<file path="src/core/ccsg_pkg.sv">
// Constants, register map and state type of the core supply guard.
// Summary of operation
// - Enable core supply only after power-good.
// - Disable core supply when power-good drops.
// - Thermal trip turns supply off within 0.5 s.
// - Compare five-bit voltage codes of installed processors.
// - Code mismatch disables every regulator output.
// - Empty socket code never counts as mismatch.
// - Embedded regulator: empty socket adjusts load line.
// - Socket-occupied pin may decide processor presence.
package ccsg_pkg;
	localparam int          VID_W          = 5;
	localparam logic [4:0]  VID_EMPTY      = 5'h1F;
	localparam int          N_SOCK_DEF     = 2;
	localparam int          APB_AW         = 8;
	// Thermal trip response bound, in milliseconds, and the clock rate
	localparam int          TRIP_LIMIT_MS  = 500;
	localparam int          CLK_KHZ        = 100000;
	localparam int          TRIP_LIMIT_CYC = TRIP_LIMIT_MS * CLK_KHZ;
	// Register byte offsets
	localparam logic [7:0]  OFS_CTRL       = 8'h00;
	localparam logic [7:0]  OFS_STATUS     = 8'h04;
	localparam logic [7:0]  OFS_IRQ_STAT   = 8'h08;
	localparam logic [7:0]  OFS_IRQ_MASK   = 8'h0C;
	localparam logic [7:0]  OFS_VID        = 8'h10;
	// Control fields
	localparam int          CTRL_ENABLE    = 0;
	localparam int          CTRL_EMBEDDED  = 1;
	localparam int          CTRL_USE_OCC   = 2;
	localparam logic [2:0]  CTRL_RST       = 3'h1;
	// Status fields
	localparam int          STS_STATE      = 0;
	localparam int          STS_MISMATCH   = 2;
	localparam int          STS_TRIP       = 3;
	localparam int          STS_PG         = 4;
	localparam int          STS_LOADLINE   = 5;
	localparam int          STS_PRESENT    = 8;
	localparam int          STS_ENABLE     = 16;
	// Interrupt status and mask fields
	localparam int          IRQ_W          = 4;
	localparam int          IRQ_TRIP       = 0;
	localparam int          IRQ_MISMATCH   = 1;
	localparam int          IRQ_PG_LOST    = 2;
	localparam int          IRQ_POWER_UP   = 3;
	localparam logic [3:0]  IRQ_MASK_RST   = 4'h0;
	typedef enum logic [1:0] {
		ST_OFF   = 2'b00,
		ST_ON    = 2'b01,
		ST_FAULT = 2'b11
	} ccsg_state_t;
endpackage : ccsg_pkg

</file>
<file path="src/core/ccsg_vid_if.sv">
// Bundle between the guard core and the voltage-code comparator.
interface ccsg_vid_if #(parameter int N_SOCK = 2);
	logic [N_SOCK-1:0][4:0] vid;
	logic [N_SOCK-1:0]      occ_n;
	logic                   use_occ;
	logic [N_SOCK-1:0]      present;
	logic                   mismatch;
	logic [4:0]             common_vid;
	modport cmp (input vid, input occ_n, input use_occ,
		output present, output mismatch, output common_vid);
	modport ctl (output vid, output occ_n, output use_occ,
		input present, input mismatch, input common_vid);
endinterface : ccsg_vid_if

</file>
<file path="src/core/ccsg_sync.sv">
// Two-stage synchroniser with clock enable and constant reset level.
module ccsg_sync #(
	parameter int              W       = 1,
	parameter logic [W-1:0]    RST_VAL = '0
) (
	input  wire logic          clk_sys,
	input  wire logic          rst_n,
	input  wire logic          clk_en,
	input  wire logic [W-1:0]  d,
	output logic      [W-1:0]  q
);
	logic [W-1:0] meta_q;

	// First stage feeds only the second stage
	always_ff @(posedge clk_sys or negedge rst_n)
	begin
		if (!rst_n)
		begin
			meta_q <= RST_VAL;
			q      <= RST_VAL;
		end
		else if (clk_en)
		begin
			meta_q <= d;
			q      <= meta_q;
		end
	end

	a_sync_two_stage: assert property (@(posedge clk_sys) disable iff (!rst_n)
		clk_en ##1 clk_en |=> q == $past(d, 2))
		else $error("synchroniser output is not the input two cycles back");
endmodule : ccsg_sync

</file>
<file path="src/core/ccsg_vid_cmp.sv">
// Presence detection and voltage-code agreement across sockets.
module ccsg_vid_cmp #(parameter int N_SOCK = 2) (
	ccsg_vid_if.cmp vi
);
	import ccsg_pkg::*;

	logic [N_SOCK-1:0][N_SOCK-1:0] pair_mm;
	logic [N_SOCK:0][4:0]          ref_chain;

	assign ref_chain[N_SOCK] = VID_EMPTY;

	// Presence by pin or by code; code of lowest present socket is reported
	for (genvar i = 0; i < N_SOCK; i++)
	begin : g_sock
		assign vi.present[i] = vi.use_occ ? !vi.occ_n[i] : (vi.vid[i] != VID_EMPTY);
		assign ref_chain[i]  = vi.present[i] ? vi.vid[i] : ref_chain[i+1];
		for (genvar j = 0; j < N_SOCK; j++)
		begin : g_pair
			// Only installed pairs count, so an empty socket never trips it
			assign pair_mm[i][j] = (j > i) && vi.present[i] && vi.present[j]
				&& (vi.vid[i] != vi.vid[j]);
		end
	end

	assign vi.mismatch   = |pair_mm;
	assign vi.common_vid = ref_chain[0];
endmodule : ccsg_vid_cmp

</file>
<file path="src/core/ccsg_top.sv">
// Core supply guard: power-good tracking, trip and code-mismatch shutdown.
//
// Decided for this implementation: register access over APB and the placing of the registers.
module ccsg_top #(
	parameter int N_SOCK         = ccsg_pkg::N_SOCK_DEF,
	parameter int TRIP_LIMIT_CYC = ccsg_pkg::TRIP_LIMIT_CYC
) (
	input  wire logic                                     clk_sys,
	input  wire logic                                     rst_n,
	input  wire logic                                     clk_en,
	input  wire logic                                     psel,
	input  wire logic                                     penable,
	input  wire logic                                     pwrite,
	input  wire logic [ccsg_pkg::APB_AW-1:0]              paddr,
	input  wire logic [31:0]                              pwdata,
	output logic      [31:0]                              prdata,
	output logic                                          pready,
	output logic                                          pslverr,
	input  wire logic                                     system_stable_ind,
	input  wire logic [N_SOCK-1:0]                        thermal_trip_n,
	input  wire logic [N_SOCK-1:0]                        socket_occupied_n,
	input  wire logic [N_SOCK-1:0][ccsg_pkg::VID_W-1:0]   voltage_id_code,
	output logic      [N_SOCK-1:0]                        regulator_output_enable,
	output logic                                          loadline_adjust,
	output logic                                          irq
);
	import ccsg_pkg::*;

	// Status layout keeps presence and enable bits in one byte each
	if (N_SOCK < 1 || N_SOCK > 8)
	begin : g_bad_sock
		$error("N_SOCK must be 1 to 8");
	end
	if (TRIP_LIMIT_CYC < 8)
	begin : g_bad_limit
		$error("TRIP_LIMIT_CYC too small for the response path");
	end

	ccsg_vid_if #(.N_SOCK(N_SOCK)) vi ();

	logic                          pg_s;
	logic [N_SOCK-1:0]             trip_n_s;
	logic [N_SOCK-1:0]             occ_n_s;
	logic [N_SOCK-1:0][4:0]        vid_s;
	ccsg_state_t                   state_q;
	ccsg_state_t                   state_d;
	logic [2:0]                    ctrl_q;
	logic [IRQ_W-1:0]              irq_stat_q;
	logic [IRQ_W-1:0]              irq_stat_d;
	logic [IRQ_W-1:0]              irq_mask_q;
	logic [N_SOCK-1:0]             en_d;

	// Every board input is resynchronised before any decision
	ccsg_sync #(.W(1), .RST_VAL(1'b0)) u_sync_pg (
		.clk_sys (clk_sys),
		.rst_n   (rst_n),
		.clk_en  (clk_en),
		.d       (system_stable_ind),
		.q       (pg_s)
	);
	ccsg_sync #(.W(N_SOCK), .RST_VAL({N_SOCK{1'b1}})) u_sync_trip (
		.clk_sys (clk_sys),
		.rst_n   (rst_n),
		.clk_en  (clk_en),
		.d       (thermal_trip_n),
		.q       (trip_n_s)
	);
	ccsg_sync #(.W(N_SOCK), .RST_VAL({N_SOCK{1'b1}})) u_sync_occ (
		.clk_sys (clk_sys),
		.rst_n   (rst_n),
		.clk_en  (clk_en),
		.d       (socket_occupied_n),
		.q       (occ_n_s)
	);
	ccsg_sync #(.W(N_SOCK * 5), .RST_VAL({(N_SOCK * 5){1'b1}})) u_sync_vid (
		.clk_sys (clk_sys),
		.rst_n   (rst_n),
		.clk_en  (clk_en),
		.d       (voltage_id_code),
		.q       (vid_s)
	);

	assign vi.vid     = vid_s;
	assign vi.occ_n   = occ_n_s;
	assign vi.use_occ = ctrl_q[CTRL_USE_OCC];

	ccsg_vid_cmp #(.N_SOCK(N_SOCK)) u_cmp (
		.vi (vi.cmp)
	);

	// Fault conditions seen by the sequencer
	wire trip_any    = !(&trip_n_s);
	wire mismatch    = vi.mismatch;
	wire any_present = |vi.present;
	wire any_absent  = !(&vi.present);
	wire embedded    = ctrl_q[CTRL_EMBEDDED];
	wire sw_enable   = ctrl_q[CTRL_ENABLE];
	wire fault_now   = trip_any || mismatch;
	wire may_power   = pg_s && sw_enable && any_present && !fault_now;

	// Sequencer: power-good loss wins over every other condition
	always_comb
	begin
		state_d = state_q;
		case (state_q)
			ST_OFF:
				if (may_power)
					state_d = ST_ON;
			ST_ON:
				if (!pg_s)
					state_d = ST_OFF;
				else if (fault_now)
					state_d = ST_FAULT;
				else if (!sw_enable)
					state_d = ST_OFF;
			ST_FAULT:
				if (!pg_s)
					state_d = ST_OFF;
			default:
				state_d = ST_OFF;
		endcase
	end

	// Per-module regulators of empty sockets stay off; embedded one is shared
	assign en_d = (state_d == ST_ON)
		? (embedded ? {N_SOCK{1'b1}} : vi.present)
		: '0;

	// Sequencer state and regulator enables, registered toward the pins
	always_ff @(posedge clk_sys or negedge rst_n)
	begin
		if (!rst_n)
		begin
			state_q                 <= ST_OFF;
			regulator_output_enable <= '0;
			loadline_adjust         <= 1'b0;
		end
		else if (clk_en)
		begin
			state_q                 <= state_d;
			regulator_output_enable <= en_d;
			loadline_adjust         <= embedded && any_absent && any_present;
		end
	end

	// Events recorded for software
	logic [IRQ_W-1:0] evt;
	assign evt[IRQ_TRIP]     = (state_q == ST_ON) && (state_d == ST_FAULT) && trip_any;
	assign evt[IRQ_MISMATCH] = (state_q == ST_ON) && (state_d == ST_FAULT) && mismatch;
	assign evt[IRQ_PG_LOST]  = (state_q != ST_OFF) && !pg_s;
	assign evt[IRQ_POWER_UP] = (state_q == ST_OFF) && (state_d == ST_ON);

	// APB decode: no wait cycle; read data is captured in a flip-flop during the setup cycle
	wire setup      = psel && !penable && !pready;
	wire access     = psel && penable && pready;
	wire hit_ctrl   = (paddr == OFS_CTRL);
	wire hit_status = (paddr == OFS_STATUS);
	wire hit_istat  = (paddr == OFS_IRQ_STAT);
	wire hit_imask  = (paddr == OFS_IRQ_MASK);
	wire hit_vid    = (paddr == OFS_VID);
	wire hit_any    = hit_ctrl || hit_status || hit_istat || hit_imask || hit_vid;
	wire wr_ctrl    = access && pwrite && hit_ctrl;
	wire wr_imask   = access && pwrite && hit_imask;
	wire rd_istat   = access && !pwrite && hit_istat;

	logic [31:0] status_word;
	logic [31:0] rd_mux;
	always_comb
	begin
		status_word = '0;
		status_word[STS_STATE +: 2]          = state_q;
		status_word[STS_MISMATCH]            = mismatch;
		status_word[STS_TRIP]                = trip_any;
		status_word[STS_PG]                  = pg_s;
		status_word[STS_LOADLINE]            = loadline_adjust;
		status_word[STS_PRESENT +: N_SOCK]   = vi.present;
		status_word[STS_ENABLE +: N_SOCK]    = regulator_output_enable;
	end
	assign rd_mux = hit_ctrl   ? {29'h0, ctrl_q}
		: hit_status ? status_word
		: hit_istat  ? {28'h0, irq_stat_q}
		: hit_imask  ? {28'h0, irq_mask_q}
		: hit_vid    ? {27'h0, vi.common_vid}
		: 32'h0;

	// Read clears only the bits that were returned; a new event still sets
	assign irq_stat_d = (irq_stat_q & ~(rd_istat ? prdata[IRQ_W-1:0] : '0)) | evt;

	// APB answer flops
	always_ff @(posedge clk_sys or negedge rst_n)
	begin
		if (!rst_n)
		begin
			pready  <= 1'b0;
			pslverr <= 1'b0;
			prdata  <= 32'h0;
		end
		else if (clk_en)
		begin
			pready  <= setup;
			pslverr <= setup && !hit_any;
			prdata  <= setup ? rd_mux : prdata;
		end
	end

	// Software registers and interrupt line
	always_ff @(posedge clk_sys or negedge rst_n)
	begin
		if (!rst_n)
		begin
			ctrl_q     <= CTRL_RST;
			irq_mask_q <= IRQ_MASK_RST;
			irq_stat_q <= '0;
			irq        <= 1'b0;
		end
		else if (clk_en)
		begin
			ctrl_q     <= wr_ctrl ? pwdata[2:0] : ctrl_q;
			irq_mask_q <= wr_imask ? pwdata[IRQ_W-1:0] : irq_mask_q;
			irq_stat_q <= irq_stat_d;
			irq        <= |(irq_stat_d & irq_mask_q);
		end
	end

	// Helper: enabled cycles since a raw trip was seen with supply on
	logic [31:0] trip_age_q;
	always_ff @(posedge clk_sys or negedge rst_n)
	begin
		if (!rst_n)
			trip_age_q <= 32'h0;
		else if (!clk_en)
			trip_age_q <= trip_age_q; // Frozen with the rest of the state
		else if (!(&thermal_trip_n) && (|regulator_output_enable))
			trip_age_q <= trip_age_q + 32'h1;
		else
			trip_age_q <= 32'h0;
	end

	a_on_needs_pg: assert property (@(posedge clk_sys) disable iff (!rst_n)
		$rose(|regulator_output_enable) |-> $past(pg_s))
		else $error("regulator enabled without power-good");

	a_pg_loss_off: assert property (@(posedge clk_sys) disable iff (!rst_n)
		clk_en && !pg_s |=> regulator_output_enable == '0 && state_q == ST_OFF)
		else $error("regulators still on after power-good loss");

	a_trip_bound: assert property (@(posedge clk_sys) disable iff (!rst_n)
		trip_age_q < TRIP_LIMIT_CYC)
		else $error("thermal trip not honoured in time");

	a_trip_fault: assert property (@(posedge clk_sys) disable iff (!rst_n)
		clk_en && state_q == ST_ON && pg_s && trip_any |=> state_q == ST_FAULT)
		else $error("trip did not latch a fault");

	a_mismatch_off: assert property (@(posedge clk_sys) disable iff (!rst_n)
		clk_en && mismatch |=> regulator_output_enable == '0)
		else $error("regulators on despite code mismatch");

	a_empty_keeps_on: assert property (@(posedge clk_sys) disable iff (!rst_n)
		clk_en && state_q == ST_ON && pg_s && sw_enable && !trip_any && !mismatch
		|=> state_q == ST_ON)
		else $error("supply dropped without cause");

	a_embedded_loadline: assert property (@(posedge clk_sys) disable iff (!rst_n)
		clk_en && embedded && any_absent && any_present |=> loadline_adjust)
		else $error("load line not adjusted for empty socket");

	a_fault_latched: assert property (@(posedge clk_sys) disable iff (!rst_n)
		state_q == ST_FAULT && !(clk_en && !pg_s) |=> state_q == ST_FAULT)
		else $error("fault released without power-good cycle");

	a_occ_presence: assert property (@(posedge clk_sys) disable iff (!rst_n)
		vi.use_occ |-> vi.present == ~occ_n_s)
		else $error("presence does not follow socket-occupied pins");

	a_mismatch_pair: assert property (@(posedge clk_sys) disable iff (!rst_n)
		(&vi.present) && (vid_s[0] != vid_s[N_SOCK-1]) |-> mismatch)
		else $error("differing codes of installed processors missed");

	// Output-side guards: an enable that escapes the state or presence, a load line without embedded regulator, a wrong reported code
	a_off_no_enable: assert property (@(posedge clk_sys) disable iff (!rst_n)
		state_q == ST_OFF |-> regulator_output_enable == '0)
		else $error("regulator enabled while sequencer is off");

	a_fault_no_power: assert property (@(posedge clk_sys) disable iff (!rst_n)
		state_q == ST_FAULT |-> regulator_output_enable == '0)
		else $error("regulator enabled while fault is latched");

	a_empty_stays_off: assert property (@(posedge clk_sys) disable iff (!rst_n)
		clk_en && !embedded |=> (regulator_output_enable & ~$past(vi.present)) == '0)
		else $error("regulator of an empty socket enabled");

	a_loadline_embedded: assert property (@(posedge clk_sys) disable iff (!rst_n)
		clk_en && !embedded |=> !loadline_adjust)
		else $error("load line adjusted without embedded regulator");

	a_vid_common: assert property (@(posedge clk_sys) disable iff (!rst_n)
		!mismatch && vi.present[0] |-> vi.common_vid == vid_s[0])
		else $error("reported code differs from installed processor");

	c_power_up: cover property (@(posedge clk_sys) disable iff (!rst_n)
		$rose(|regulator_output_enable));
	c_trip_fault: cover property (@(posedge clk_sys) disable iff (!rst_n)
		evt[IRQ_TRIP]);
	c_mismatch_fault: cover property (@(posedge clk_sys) disable iff (!rst_n)
		evt[IRQ_MISMATCH]);
	c_irq_read: cover property (@(posedge clk_sys) disable iff (!rst_n)
		irq ##[1:20] rd_istat);
endmodule : ccsg_top

</file>
<file path="config.mk">
export PLATFORM = sky130hd
export DESIGN_NAME = ccsg_top
export DESIGN_NICKNAME = d
export VERILOG_FILES = /design/src/core/ccsg_pkg.sv /design/src/core/ccsg_vid_if.sv /design/src/core/ccsg_sync.sv /design/src/core/ccsg_vid_cmp.sv /design/src/core/ccsg_top.sv
export SDC_FILE = /design/constraint.sdc
export NUM_CORES = 1
export LEC_CHECK = 0
export BUFFER_PORTS_ARGS = -buffer_cell sky130_fd_sc_hd__buf_2
export CORE_ASPECT_RATIO = 1.75
export CORE_MARGIN = 3
export CORE_UTILIZATION = 30
export DETAILED_ROUTE_END_ITERATION = 10
export SLEW_MARGIN = 20
export SYNTH_ARGS = -nofsm -noshare
export SYNTH_HDL_FRONTEND = slang
export SYNTH_SLANG_ARGS = --single-unit
</file>
<file path="constraint.sdc">
create_clock -name clk_sys -period 1.82 [get_ports clk_sys]
set_clock_uncertainty 0.05 [all_clocks]
set_input_delay 0.455 -clock clk_sys [delete_from_list [all_inputs] [get_ports clk_sys]]
set_output_delay 0.455 -clock clk_sys [all_outputs]
set_load 0.005 [all_outputs]
</file>
# Word level (Yosys, flattened, before mapping)

Cells that the tools add are included.

Flip-flop bits (word level): 81
Bits of input ports: 61

Equality and inequality tests: 11
Muxes and demuxes: 18
Bitwise gates (word level): 4
Reduce and logical (&&, ||, !) cells: 47

Operators by type and width:

| kind                                                                   | number |
|---|---|
| 18-bit 2-to-1 mux                                                      | 2 |
| 5-bit 2-to-1 mux                                                       | 5 |
| 1-bit logical AND                                                      | 22 |
| 8-bit by 4-bit equality test with 1-bit output (second input constant) | 2 |
| 2-bit 2-to-1 mux                                                       | 7 |
| 1-bit zero test                                                        | 10 |
| 5-bit inequality test (second input constant)                          | 2 |
| 2-bit AND reduction                                                    | 5 |
| 4-bit bitwise AND                                                      | 2 |
| 8-bit by 3-bit equality test with 1-bit output (second input constant) | 1 |
| 8-bit by 5-bit equality test with 1-bit output (second input constant) | 1 |
| 8-bit zero test                                                        | 1 |
| 2-bit case mux with 3 select lines                                     | 1 |
| 1-bit logical OR                                                       | 5 |
| 5-bit inequality test                                                  | 1 |
| 2-bit by 1-bit equality test with 1-bit output (second input constant) | 2 |
| 2-bit equality test (second input constant)                            | 2 |
| 4-bit 2-to-1 mux                                                       | 1 |
| 4-bit inverter                                                         | 1 |
| 4-bit bitwise OR                                                       | 1 |
| 4-bit OR reduction                                                     | 1 |
| 2-bit zero test                                                        | 1 |
| 1-bit 2-to-1 mux                                                       | 2 |
| 2-bit nonzero test                                                     | 1 |
| 2-bit OR reduction                                                     | 1 |

# Depth between registers and ports, before layout

Word-level depth: 15
Gate-level depth with buffers: 7
Gate-level depth less buffers: 5

# Modules after synthesis

From an unflattened synthesis, not the netlist that was laid out.

Cells, all modules: 275
Area total of the unflattened synthesis: 3169.3 um^2

Modules (own cells, without submodules):

| module                     | instances | cells each | area an instance (um^2) |
|---|---|---|---|
| ccsg_top                   | 1         | 182        | 1761.7 |
| ccsg_sync (u_sync_vid)     | 1         | 42         | 848.3 |
| ccsg_sync (u_sync_occ ...) | 2         | 8          | 150.1 |
| ccsg_vid_cmp               | 1         | 31         | 186.4 |
| ccsg_sync (u_sync_pg)      | 1         | 4          | 72.6 |

# Worst setup path before layout

Ideal clock, no wire load.

Path type: in2reg
Start: in paddr[7] (netlist bit)
End: reg irq_mask_q[0]
Arrival: 2.129 ns
Required time: 1.645 ns
Slack: -0.484 ns
Cell stages on the path: 6
Path buffers: 1
Cell sequence: or4_1 -> buf_2 -> nor2_1 -> and2_1 -> and4bb_2 -> mux2_2

Word-level cells in the longest chain between the ends: 3

RTL lines:

| item                                           | RTL line        | text |
|---|---|---|
| from (decl)                                    | ccsg_top.sv:14  | `input wire logic [ccsg_pkg::APB_AW-1:0] paddr,` |
| 8-bit by 4-bit equality test with 1-bit output | ccsg_top.sv:159 | `wire hit_imask = (paddr == OFS_IRQ_MASK);` |
| 1-bit logical AND                              | ccsg_top.sv:163 | `wire wr_imask = access && pwrite && hit_imask;` |
| 2-bit AND reduction (no source line)           | n/a             |  |
| to (signal assigned)                           | ccsg_top.sv:219 | `irq_mask_q <= wr_imask ? pwdata[IRQ_W-1:0] : irq_mask_q;` |
| to (decl)                                      | ccsg_top.sv:50  | `logic [IRQ_W-1:0] irq_mask_q;` |

No other way between the ends.
A chain may end at the register's enable or synchronous reset.

# Final worst setup path

Start: in paddr[0] (netlist bit)
End: reg prdata[3]

Word-level cells in the longest chain between the ends: 6

RTL lines:

| item                                           | RTL line        | text |
|---|---|---|
| 8-bit by 5-bit equality test with 1-bit output | ccsg_top.sv:160 | `wire hit_vid = (paddr == OFS_VID);` |
| 5-bit 2-to-1 mux                               | ccsg_top.sv:183 | `: hit_vid ? {27'h0, vi.common_vid}` |
| 5-bit 2-to-1 mux                               | ccsg_top.sv:182 | `: hit_imask ? {28'h0, irq_mask_q}` |
| 5-bit 2-to-1 mux                               | ccsg_top.sv:181 | `: hit_istat ? {28'h0, irq_stat_q}` |
| 18-bit 2-to-1 mux                              | ccsg_top.sv:180 | `: hit_status ? status_word` |
| 18-bit 2-to-1 mux (*)                          | ccsg_top.sv:179 | `assign rd_mux = hit_ctrl ? {29'h0, ctrl_q}` |
| to (signal assigned)                           | ccsg_top.sv:202 | `prdata <= setup ? rd_mux : prdata;` |
| to (decl)                                      | ccsg_top.sv:16  | `output logic [31:0] prdata,` |

Every way passes the cells marked *; elsewhere a longest branch is shown, timed or not.

==> impl_metrics.ini <==
[run_status]
status = complete, but fails checks
violations = setup timing

[worst_setup_path]
r2r-end = prdata[1]$_DFFE_PN0P_
rrSetupSlack_ps = 10
reg2regPathDepth = 6
r2r_start = u_sync_vid.q[2]$_DFFE_PN1P_
crit_path_end_kind = register
startpoint = paddr[0]
criticalPathCategory = in -> reg
cp.required_ps = 2030
critPathLaunchType = input pin
cp-endpoint = prdata[3]$_DFFE_PN0P_
cp.arrival_ps = 2150
cp_max_fo = 4

[hold_path]
hold_path.class = in -> async

[floorplan]
rows = 48
io_pins = 99
die_y_um = 140
start_util_pct = 31.0
chipWidth_um = 82.5
core_sq_um = 9910
dieArea_sq_um = 11500

[synth]
synth_top_area_share_pct = 24.8
synth_area_sq_um = 3070
yosysMostFrequentCell = mux2_2
ys_ff_latch = 59
synthCells = 271
ys_top_cells_by_count = mux2_2 (36), dfrtp_1 (30), dfstp_2 (29)
async_flop_share_pct = 100
yosysWarnings = 0
synth_top_cell_by_area = dfstp_2
synth_area_leaders = dfstp_2 (25%), dfrtp_1 (24%), mux2_2 (13%)
ys_seq_area_share_pct = 49.2
synth-main-ff-cell = dfrtp_1
post_synth.cell_area_avg_sq_um = 11.3
yosys.cell_types.count = 59
synth-edff-count = 0

[clock_network]
numCtsBuffers = 9
cts_sinks = 59
clk_latency_ps = 330
cts_hold_buffers = 0
clockBufferDepth = 2
cts_root_buf = clkbuf_16
cts_tree = built
clkTransAtPathRegs_ps = 50
htree_levels = 3

[finish]
antenna-diode-count = 0
stdcell_count = 489
finalInstanceArea_sq_um = 4100
fin_nets = 420
syn2layout_area_growth_pct = 33.3
multi_input_area_sq_um = 1500
fin_util_pct = 41.4
seqCellArea_sq_um = 1510
n_fill_cell = 994
drive_above_1_share_pct = 53.3

[global_routing]
grt_start_max_net_pins = 60
grt_use_total_pct = 15.5
grt_pass1_wl_mm = 13.3
grt_pass1_vias = 2539
overflow = 0
antenna_found_initial = 0

[route]
wire_per_inst_um = 16.9
drtPass1Iterations = 4
ant_nets = 0
via_count = 2416
routed_wl_mm = 8.27
via_per_inst = 4.94
drc = 0
drt_iter0_drc = 158

[placed_design]
place_area_sq_um = 3660
gp_congestion = 0.950
hpwlAfterDp_mm = 6.37
port_buffers = 48
placed_cells = 469

[timing]
min_period_over_period_pct = 107
drv_slew = 0
setup_viol = 9
holdWs_ps = 69.1
hold_viol = 0
fmax_mhz = 516
rsz0062_at_grt = true
fin_ws_ps = -119
min_period_ps = 1940

[power]
total_power_mw = 3.89
p_leak_nw = 1.83
p_per_area_nw_per_um2 = 949
max-vdd-ir-drop_v = 0.000478

[flow_run]
max_cap_violations = 0
[worst max-delay path, cell delays in order]
cell      delay (ps)
buf_6             90
or4_4            530
or4_4            470
buf_6            140
a221oi_2         190
o211ai_1         170
nand3_1          100
[stage by stage]
| stage | worst slack, ps | setup TNS [ps] |
|---|---|---|
| 2_1_floorplan | -462 | -5740 |
| 5_1_grt | -167 | -1310 |
| 3_3_place_gp | -625 | -10600 |
| 6_report | -119 | -816 |
| 4_1_cts | -117 | -775 |
| 3_5_place_dp | -618 | -10630 |
[placed cells by master (no fill, tap or decap), drive strengths merged, types with 3 or more instances in the layout]
cell / n
a21oi: 9
a22o: 6
a31oi: 4
and2: 5
buf: 91
clkbuf: 11
clkinv: 3
conb: 22
dfrtp: 30
dfstp: 29
inv: 5
mux2: 36
nand2: 20
nand3: 5
nor2: 12
nor3: 6
nor4: 3
o21a: 7
o21ai: 7
o2bb2ai: 3
o311ai: 3
xnor2: 4
[power by group]
group / switching, mW / internal, mW
sequential: 0.134 / 1.51
clock: 0.579 / 1.12
combinational: 0.253 / 0.289
total: 0.966 / 2.92
[kinds of logic after synthesis]
| kind of cell | synth area share, % |
|---|---|
| simple gates | 11.5 |
| compound gates | 14.2 |
| flops | 49.2 |
| buf+inv | 8.59 |
| mux | 14.7 |
| xor+xnor | 1.71 |
| other cells | 0.122 |
[layer usage]
layer	vias up	wire length, um	share of wire, %	GRT usage (%)
met4	0	355	4.3	9.73
met1	1183	2880	35	15.8
li1	1127	-	-	-
met3	22	412	5.0	3.02
met5	-	0	0	0
met2	84	4610	56	27.5
[worst min path at each step]
stage                     cells after the start                      to  slack [ps]
after detailed placement                      1     pslverr$_DFFE_PN0P_         420
after floorplan                               0   ctrl_q[1]$_DFFE_PN0P_         110
after CTS                                     2  prdata[17]$_DFFE_PN0P_          80
final                                         2         irq$_DFFE_PN0P_          70
after global routing                          2   prdata[5]$_DFFE_PN0P_          90
after global placement                        2  prdata[16]$_DFFE_PN0P_         430
[flip-flops by register name, indices dropped and copies added (netlist names), 2 cells and up]
| signal | count |
|---|---|
| u_sync_trip.q | 2 |
| u_sync_vid.meta_q | 10 |
| u_sync_occ.q | 2 |
| irq_mask_q | 4 |
| u_sync_occ.meta_q | 2 |
| state_q | 2 |
| irq_stat_q | 4 |
| ctrl_q | 3 |
| u_sync_vid.q | 10 |
| prdata | 10 |
| u_sync_trip.meta_q | 2 |
| regulator_output_enable | 2 |
[timing repair]
action                                 4_1_cts  5_1_grt
setup buffers                                3        1
resized for setup                           17        6
setup endpoints to repair                   19       25
pin swaps                                    8        6
endpoints found under the hold margin        0        0
[layout make-up]
type / count / area share [%]
multi-input combinational: 193 / 36.7
timing repair buffer: 91 / 14.7
tap: 125 / 3.82
clock inverter: 5 / 1.25
sequential: 59 / 36.9
clock buffer: 11 / 6.17
inverter: 5 / 0.458
No activity file was read; power rests on OpenSTA's default activity.
